--- src/pkg/pad_irq_pkg.sv ---
// package: pad interrupt unit constants, register map and carriers
package pad_irq_pkg;

  // pad count and register port widths
  localparam int NUM_PADS = 16;
  localparam int ADDR_W   = 3;

  typedef logic [NUM_PADS-1:0] pad_vec_t;
  typedef logic [ADDR_W-1:0]   reg_addr_t;

  // register indexes on the plain register port
  localparam reg_addr_t OFS_MASK       = 3'h0;
  localparam reg_addr_t OFS_POLARITY   = 3'h1;
  localparam reg_addr_t OFS_PAD_LEVEL  = 3'h2;
  localparam reg_addr_t OFS_PAD_TERM   = 3'h3;
  localparam reg_addr_t OFS_EVT_STATUS = 3'h4;
  localparam reg_addr_t OFS_EVT_MASK   = 3'h5;

  // polarity encoding: zero selects rising / high-active
  localparam logic POL_RISING  = 1'h0;
  localparam logic POL_FALLING = 1'h1;

  // values after reset
  localparam pad_vec_t MASK_RST       = 16'h0000;
  localparam pad_vec_t POLARITY_RST   = {NUM_PADS{POL_RISING}};
  localparam pad_vec_t EVT_STATUS_RST = 16'h0000;
  localparam pad_vec_t EVT_MASK_RST   = 16'h0000;
  localparam pad_vec_t RD_DATA_RST    = 16'h0000;
  localparam pad_vec_t SYNC_RST       = 16'h0000;

  // one register port request
  typedef struct packed {
    reg_addr_t addr;
    pad_vec_t  wdata;
    logic      wr;
    logic      rd;
  } reg_req_s;

endpackage : pad_irq_pkg

--- src/logic/pad_sync.sv ---
// module: three-stage pad synchroniser with agreement filter
`timescale 1ns/100ps
module pad_sync
  import pad_irq_pkg::*;
(
  input  wire logic     ref_clk,
  input  wire logic     nrst,
  input  wire pad_vec_t pad_async,
  output pad_vec_t      pad_level
);

  pad_vec_t s1_ff;
  pad_vec_t s2_ff;
  pad_vec_t s3_ff;
  pad_vec_t level_ff;
  pad_vec_t nxt_level;

  // take a bit only once stages two and three agree
  always_comb
  begin
    for (int i = 0; i < NUM_PADS; i++)
    begin
      nxt_level[i] = (s2_ff[i] == s3_ff[i]) ? s3_ff[i] : level_ff[i];
    end
  end

  always_ff @(posedge ref_clk or negedge nrst)
  begin
    if (!nrst)
    begin
      s1_ff    <= SYNC_RST;
      s2_ff    <= SYNC_RST;
      s3_ff    <= SYNC_RST;
      level_ff <= SYNC_RST;
    end
    else
    begin
      s1_ff    <= pad_async;
      s2_ff    <= s1_ff;
      s3_ff    <= s2_ff;
      level_ff <= nxt_level;
    end
  end

  assign pad_level = level_ff;
endmodule : pad_sync

--- src/logic/pad_interrupt_unit.sv ---
// module: pad interrupt unit, per-pad mask and polarity, combined request
// Summary of operation
// - every pad is an interrupt source, any function
// - per-pad mask, disabled after reset
// - per-pad polarity, rising after reset
// - pad term is mask and (polarity xor pad)
// - combined output is or of all terms
// - mask and polarity in two writable registers
//
// Design decisions made here: the address-and-strobe port and the register addresses.
`timescale 1ns/100ps
module pad_interrupt_unit
  import pad_irq_pkg::*;
(
  input  wire logic     ref_clk,
  input  wire logic     nrst,
  input  wire pad_vec_t pad_in,
  input  wire reg_req_s reg_req,
  output pad_vec_t      rd_data,
  output logic          combined_pad_irq,
  output logic          status_irq
);

  // register port write decode
  function automatic logic wr_hit(input reg_req_s req, input reg_addr_t ofs);
    return req.wr && (req.addr == ofs);
  endfunction : wr_hit

  // write one to clear, hardware set wins
  function automatic pad_vec_t w1c_set(input pad_vec_t cur, input pad_vec_t clr,
                                       input pad_vec_t set);
    return (cur & ~clr) | set;
  endfunction : w1c_set

  pad_vec_t pad_level;
  pad_vec_t mask_ff;
  pad_vec_t polarity_ff;
  pad_vec_t term_ff;
  pad_vec_t evt_status_ff;
  pad_vec_t evt_mask_ff;
  pad_vec_t rd_data_ff;
  logic     combined_ff;
  logic     status_irq_ff;

  pad_vec_t nxt_mask;
  pad_vec_t nxt_polarity;
  pad_vec_t nxt_term;
  pad_vec_t nxt_evt_status;
  pad_vec_t nxt_evt_mask;
  pad_vec_t nxt_rd_data;
  logic     nxt_combined;
  logic     nxt_status_irq;
  pad_vec_t term_rise;

  // every pad, whatever its function, feeds the synchroniser
  pad_sync pad_sync_i (
    .ref_clk   (ref_clk),
    .nrst      (nrst),
    .pad_async (pad_in),
    .pad_level (pad_level)
  );

  // control registers
  always_comb
  begin
    nxt_mask     = mask_ff;
    nxt_polarity = polarity_ff;
    nxt_evt_mask = evt_mask_ff;
    if (wr_hit(reg_req, OFS_MASK))
    begin
      nxt_mask = reg_req.wdata;
    end
    if (wr_hit(reg_req, OFS_POLARITY))
    begin
      nxt_polarity = reg_req.wdata;
    end
    if (wr_hit(reg_req, OFS_EVT_MASK))
    begin
      nxt_evt_mask = reg_req.wdata;
    end
  end

  always_ff @(posedge ref_clk or negedge nrst)
  begin
    if (!nrst)
    begin
      mask_ff     <= MASK_RST;
      polarity_ff <= POLARITY_RST;
      evt_mask_ff <= EVT_MASK_RST;
    end
    else
    begin
      mask_ff     <= nxt_mask;
      polarity_ff <= nxt_polarity;
      evt_mask_ff <= nxt_evt_mask;
    end
  end

  // pad terms and combined request
  always_comb
  begin
    nxt_term     = mask_ff & (polarity_ff ^ pad_level);
    nxt_combined = |nxt_term;
  end

  always_ff @(posedge ref_clk or negedge nrst)
  begin
    if (!nrst)
    begin
      term_ff     <= '0;
      combined_ff <= 1'h0;
    end
    else
    begin
      term_ff     <= nxt_term;
      combined_ff <= nxt_combined;
    end
  end

  // sticky events on each term going active, masked status interrupt
  always_comb
  begin
    term_rise      = nxt_term & ~term_ff;
    nxt_evt_status = evt_status_ff;
    if (wr_hit(reg_req, OFS_EVT_STATUS))
    begin
      nxt_evt_status = w1c_set(evt_status_ff, reg_req.wdata, term_rise);
    end
    else
    begin
      nxt_evt_status = evt_status_ff | term_rise;
    end
    nxt_status_irq = |(nxt_evt_status & nxt_evt_mask);
  end

  always_ff @(posedge ref_clk or negedge nrst)
  begin
    if (!nrst)
    begin
      evt_status_ff <= EVT_STATUS_RST;
      status_irq_ff <= 1'h0;
    end
    else
    begin
      evt_status_ff <= nxt_evt_status;
      status_irq_ff <= nxt_status_irq;
    end
  end

  // read data, valid only in the cycle after the read strobe
  always_comb
  begin
    nxt_rd_data = RD_DATA_RST;
    if (reg_req.rd)
    begin
      unique case (reg_req.addr)
        OFS_MASK:       nxt_rd_data = mask_ff;
        OFS_POLARITY:   nxt_rd_data = polarity_ff;
        OFS_PAD_LEVEL:  nxt_rd_data = pad_level;
        OFS_PAD_TERM:   nxt_rd_data = term_ff;
        OFS_EVT_STATUS: nxt_rd_data = evt_status_ff;
        OFS_EVT_MASK:   nxt_rd_data = evt_mask_ff;
        default:        nxt_rd_data = RD_DATA_RST;
      endcase
    end
  end

  always_ff @(posedge ref_clk or negedge nrst)
  begin
    if (!nrst)
    begin
      rd_data_ff <= RD_DATA_RST;
    end
    else
    begin
      rd_data_ff <= nxt_rd_data;
    end
  end

  assign rd_data          = rd_data_ff;
  assign combined_pad_irq = combined_ff;
  assign status_irq       = status_irq_ff;
endmodule : pad_interrupt_unit

--- config.mk ---
export PLATFORM = sky130hd
export DESIGN_NAME = pad_interrupt_unit
export DESIGN_NICKNAME = d
export VERILOG_FILES = /design/src/pkg/pad_irq_pkg.sv /design/src/logic/pad_sync.sv /design/src/logic/pad_interrupt_unit.sv
export SDC_FILE = /design/constraint.sdc
export NUM_CORES = 1
export LEC_CHECK = 0
export BUFFER_PORTS_ARGS = -buffer_cell sky130_fd_sc_hd__buf_2
export CORE_ASPECT_RATIO = 1.5
export CORE_MARGIN = 10
export CORE_UTILIZATION = 50
export DETAILED_ROUTE_END_ITERATION = 10
export GPL_ROUTABILITY_DRIVEN = 0
export PLACE_DENSITY_LB_ADDON = 0.1
export SLEW_MARGIN = 20
export SYNTH_ARGS = -nofsm -noshare
export SYNTH_HDL_FRONTEND = slang
export SYNTH_SLANG_ARGS = --single-unit
--- constraint.sdc ---
create_clock -name ref_clk -period 1.75 [get_ports ref_clk]
set_clock_uncertainty 0.05 [all_clocks]
set_input_delay 0.525 -clock ref_clk [delete_from_list [all_inputs] [get_ports ref_clk]]
set_output_delay 0.525 -clock ref_clk [all_outputs]
set_load 0.005 [all_outputs]
==> flow_summary.ini <==
[outcome]
outcome = finished, violations left
violations = negative setup slack

[cts]
h-tree-depth = 4
cts_tree = yes
clkLatencyLatePin_ns = 0.42
post-cts-setup-buffer-count = 0
cts-root-buf = clkbuf_16
numCtsBuffers = 17
clk_pin_slew_worst_paths_ns = 0.07
cts_buffer_depth = 2
cts_sinks = 162

[final_layout]
regArea_um2 = 4050
fin_nets = 613
drive_gt1_frac = 0.375
area_delta_synth_final_pct = 26.3
instances_no_fill = 743
diodes = 0
final_cell_area_um2 = 8030
multiInputGateArea_um2 = 2230
fill_cells = 905

[setup_path]
critical_path.max_fanout = 6
crit_buf_inv = 1
cp-startpoint = reg_req[19]
r2r_start = pad_sync_i.pad_level[9]
path_class = in2reg
crit_chain = buf_8 -> nand4b_4 -> mux2_4 -> a21boi_2 -> a2111o_1 -> a2111o_1 -> nand4b_1
required_ns = 1.98
cp_top_family = compound AO/OA/AOI/OAI gates
cp.arrival_ns = 2.21
start_kind = input pin
slowest_stage = a2111o_1
cpPeakStageDelay_ns = 0.39
end_kind = flop
crit_top_cell = a2111o_1

[grt]
grt-ovfl-total = 0
grt_max_degree = 48
grt_pass1_vias = 4413
antenna_found_initial = 0
grtUsageTotal = 0.167
grt_pass1_wl_um = 23300

[die]
design.core.area_um2 = 12400
fp.dieH_um = 158
pin_count = 57
start_util = 0.511
die_area_um2 = 17700
rows = 50
die_x_um = 112

[run]
max_cap_viol_count = 0

[yosys]
ys_warn_count = 0
netlist_area_um2 = 6360
synth_common_cells = 162 x dfrtp_1, 62 x mux2_2, 44 x nand2_1
yosysSeqAreaShare = 0.638
synth_fp_nets = 499
synth.most_common_cell = dfrtp_1
synth_edf_count = 0
synth_cell_types = 38
async_reset_ff_frac = 1.00
yosys-top-cells-area = dfrtp_1 64%, mux2_2 11%, nand2_1 2.6%, maj3_1 2.5%, mux4_2 2.5%
yosys_most_used_dff = dfrtp_1
synth_top_area_frac = 0.638
synth_seq_cells = 162
yosysTopAreaCell = dfrtp_1
syn_inst = 460
synth.avg_cell_area_um2 = 13.8

[sta]
finalHoldViolations = 0
fmax_mhz = 505
fin_crit_sh = 1.13
min_period_ns = 1.98
slew_violations = 0
tightest_slew_ns = 0.411
setup_slack_ns = -0.231
slew_headroom = 0.726
rsz0062_at_grt = true
setup_viol_count_final = 1

[route]
routed_wl_um = 14200
via_per_inst = 5.34
drtIter0Drc = 173
routed-via-count = 3970
first_pass_iters = 4
drc = 0
antenna_left = 0
routedWlPerCell_um = 19.0

[pwr]
switching_share = 0.263
p_comb_frac = 0.168
seqPwrFrac = 0.453
switching_power_w = 0.00271
ir_drop_v = 0.000740
powerDensity_nw_per_um2 = 1280
power_leakage_nw = 3.84
finalPower_w = 0.0103
p_int_w = 0.00759
power.clock.fraction = 0.379

[min_path]
hold_start = pad_in[13]
worstHoldPathType = in2reg

[place]
hpwl_um = 10200
place_area_um2 = 7370
portBuffers = 56
dp_slack_ns = -0.709
dp.cells = 710
-- kinds of logic after synthesis --
logic type	share of synthesized area
flops	0.638
fa+ha+maj	0.0252
xor+xnor	0.0220
buf+inv	0.0281
simple gates	0.0687
compound gates	0.0669
mux	0.151
-- layout make-up --
cell class | count | share of cell area
Clock inverter | 14 | 0.0237
Tap cell | 156 | 0.0243
Timing Repair Buffer | 111 | 0.100
Sequential cell | 162 | 0.505
Clock buffer | 18 | 0.0547
Multi-Input combinational cell | 252 | 0.278
Inverter | 30 | 0.0140
-- metrics by stage --
| step | setup TNS [ns] | hold slack (ns) | utilization |
|---|---|---|---|
| final | -0.231 | 0.157 | 0.645 |
| after global routing | -0.309 | 0.141 | 0.645 |
| after CTS | -0.237 | 0.145 | 0.644 |
| after detailed placement | -13.17 | 0.285 | 0.592 |
| after global placement | -12.52 | 0.282 | 0.592 |
| after floorplan | -1.41 | 0.179 | - |
-- metal layers --
layer | part of all wire | GRT usage | wire (µm)
met4 | 0.025 | 0.0733 | 358
met1 | 0.43 | 0.200 | 6090
met2 | 0.51 | 0.282 | 7270
met3 | 0.031 | 0.0356 | 438
met5 | 0 | 0 | 0
-- cell usage in the layout (no fill, tap or decap), types with 2 or more instances in the layout --
cell       Yosys  final
dfrtp_1      162    162
buf_2          5     53
buf_4          0     46
nand2_1       44     43
mux2_2        62     41
inv_1         30     30
mux2_4         1     22
a22oi_1       19     19
clkbuf_16      0     17
o22ai_1       16     16
xor2_1        16     16
maj3_1        16     16
and2_1        15     15
mux2i_1        9      9
o21ai_0       12      9
mux4_2         7      7
buf_12         0      7
inv_6          0      5
nor2b_1        4      4
nand4_1        4      4
nand3b_1       3      3
bufinv_16      0      3
inv_8          0      3
a2bb2oi_1      2      2
o21ai_1        0      2
a21boi_1       2      2
a2111o_1       2      2
a222oi_1       2      2
clkinv_4       0      2
buf_6          0      2
-- worst reg2reg max path, stage by stage (launching register included) --
cell       delay (ns)
dfrtp_1          0.40
xor2_1           0.16
nand2_1          0.11
o2bb2ai_1        0.10
a2111o_1         0.42
a2111o_1         0.33
nand4b_1         0.18
-- power groups by stage --
stage | Clock (W) | Sequential, W | Combinational (W)
floorplan | 0 | 0.00463 | 0.00108
CTS | 0.00399 | 0.00466 | 0.00175
finish | 0.00390 | 0.00467 | 0.00173
global placement | 0 | 0.00469 | 0.00169
detailed placement | 0 | 0.00472 | 0.00173
global route | 0.00415 | 0.00474 | 0.00191
-- worst paths after layout --
kind	end	slack [ns]	depth (start not counted)
max reg2reg	status_irq	-0.13	6
min reg2reg	pad_sync_i.s2_ff[8]	0.30	0
min	pad_sync_i.s1_ff[13]	0.16	1
max	status_irq	-0.23	7
min in group asynchronous	rd_data[7]	0.50	2
max in group asynchronous	pad_sync_i.s3_ff[5]	0.60	3
-- repair_timing --
action                                 CTS  global route
hold buffers                             1             0
setup endpoints to repair                2             2
pin swaps                                0             0
resized for setup                        4             5
endpoints found under the hold margin   23             0
-- flip-flops by register name, summed over array words and instances, names as in the netlist --
signal / cells
combined_pad_irq: 1
evt_mask_ff: 16
evt_status_ff: 16
mask_ff: 16
pad_sync_i.pad_level: 16
pad_sync_i.s1_ff: 16
pad_sync_i.s2_ff: 16
pad_sync_i.s3_ff: 16
polarity_ff: 16
rd_data: 16
status_irq: 1
term_ff: 16
Note: power is estimated with default switching activity, not from simulation.
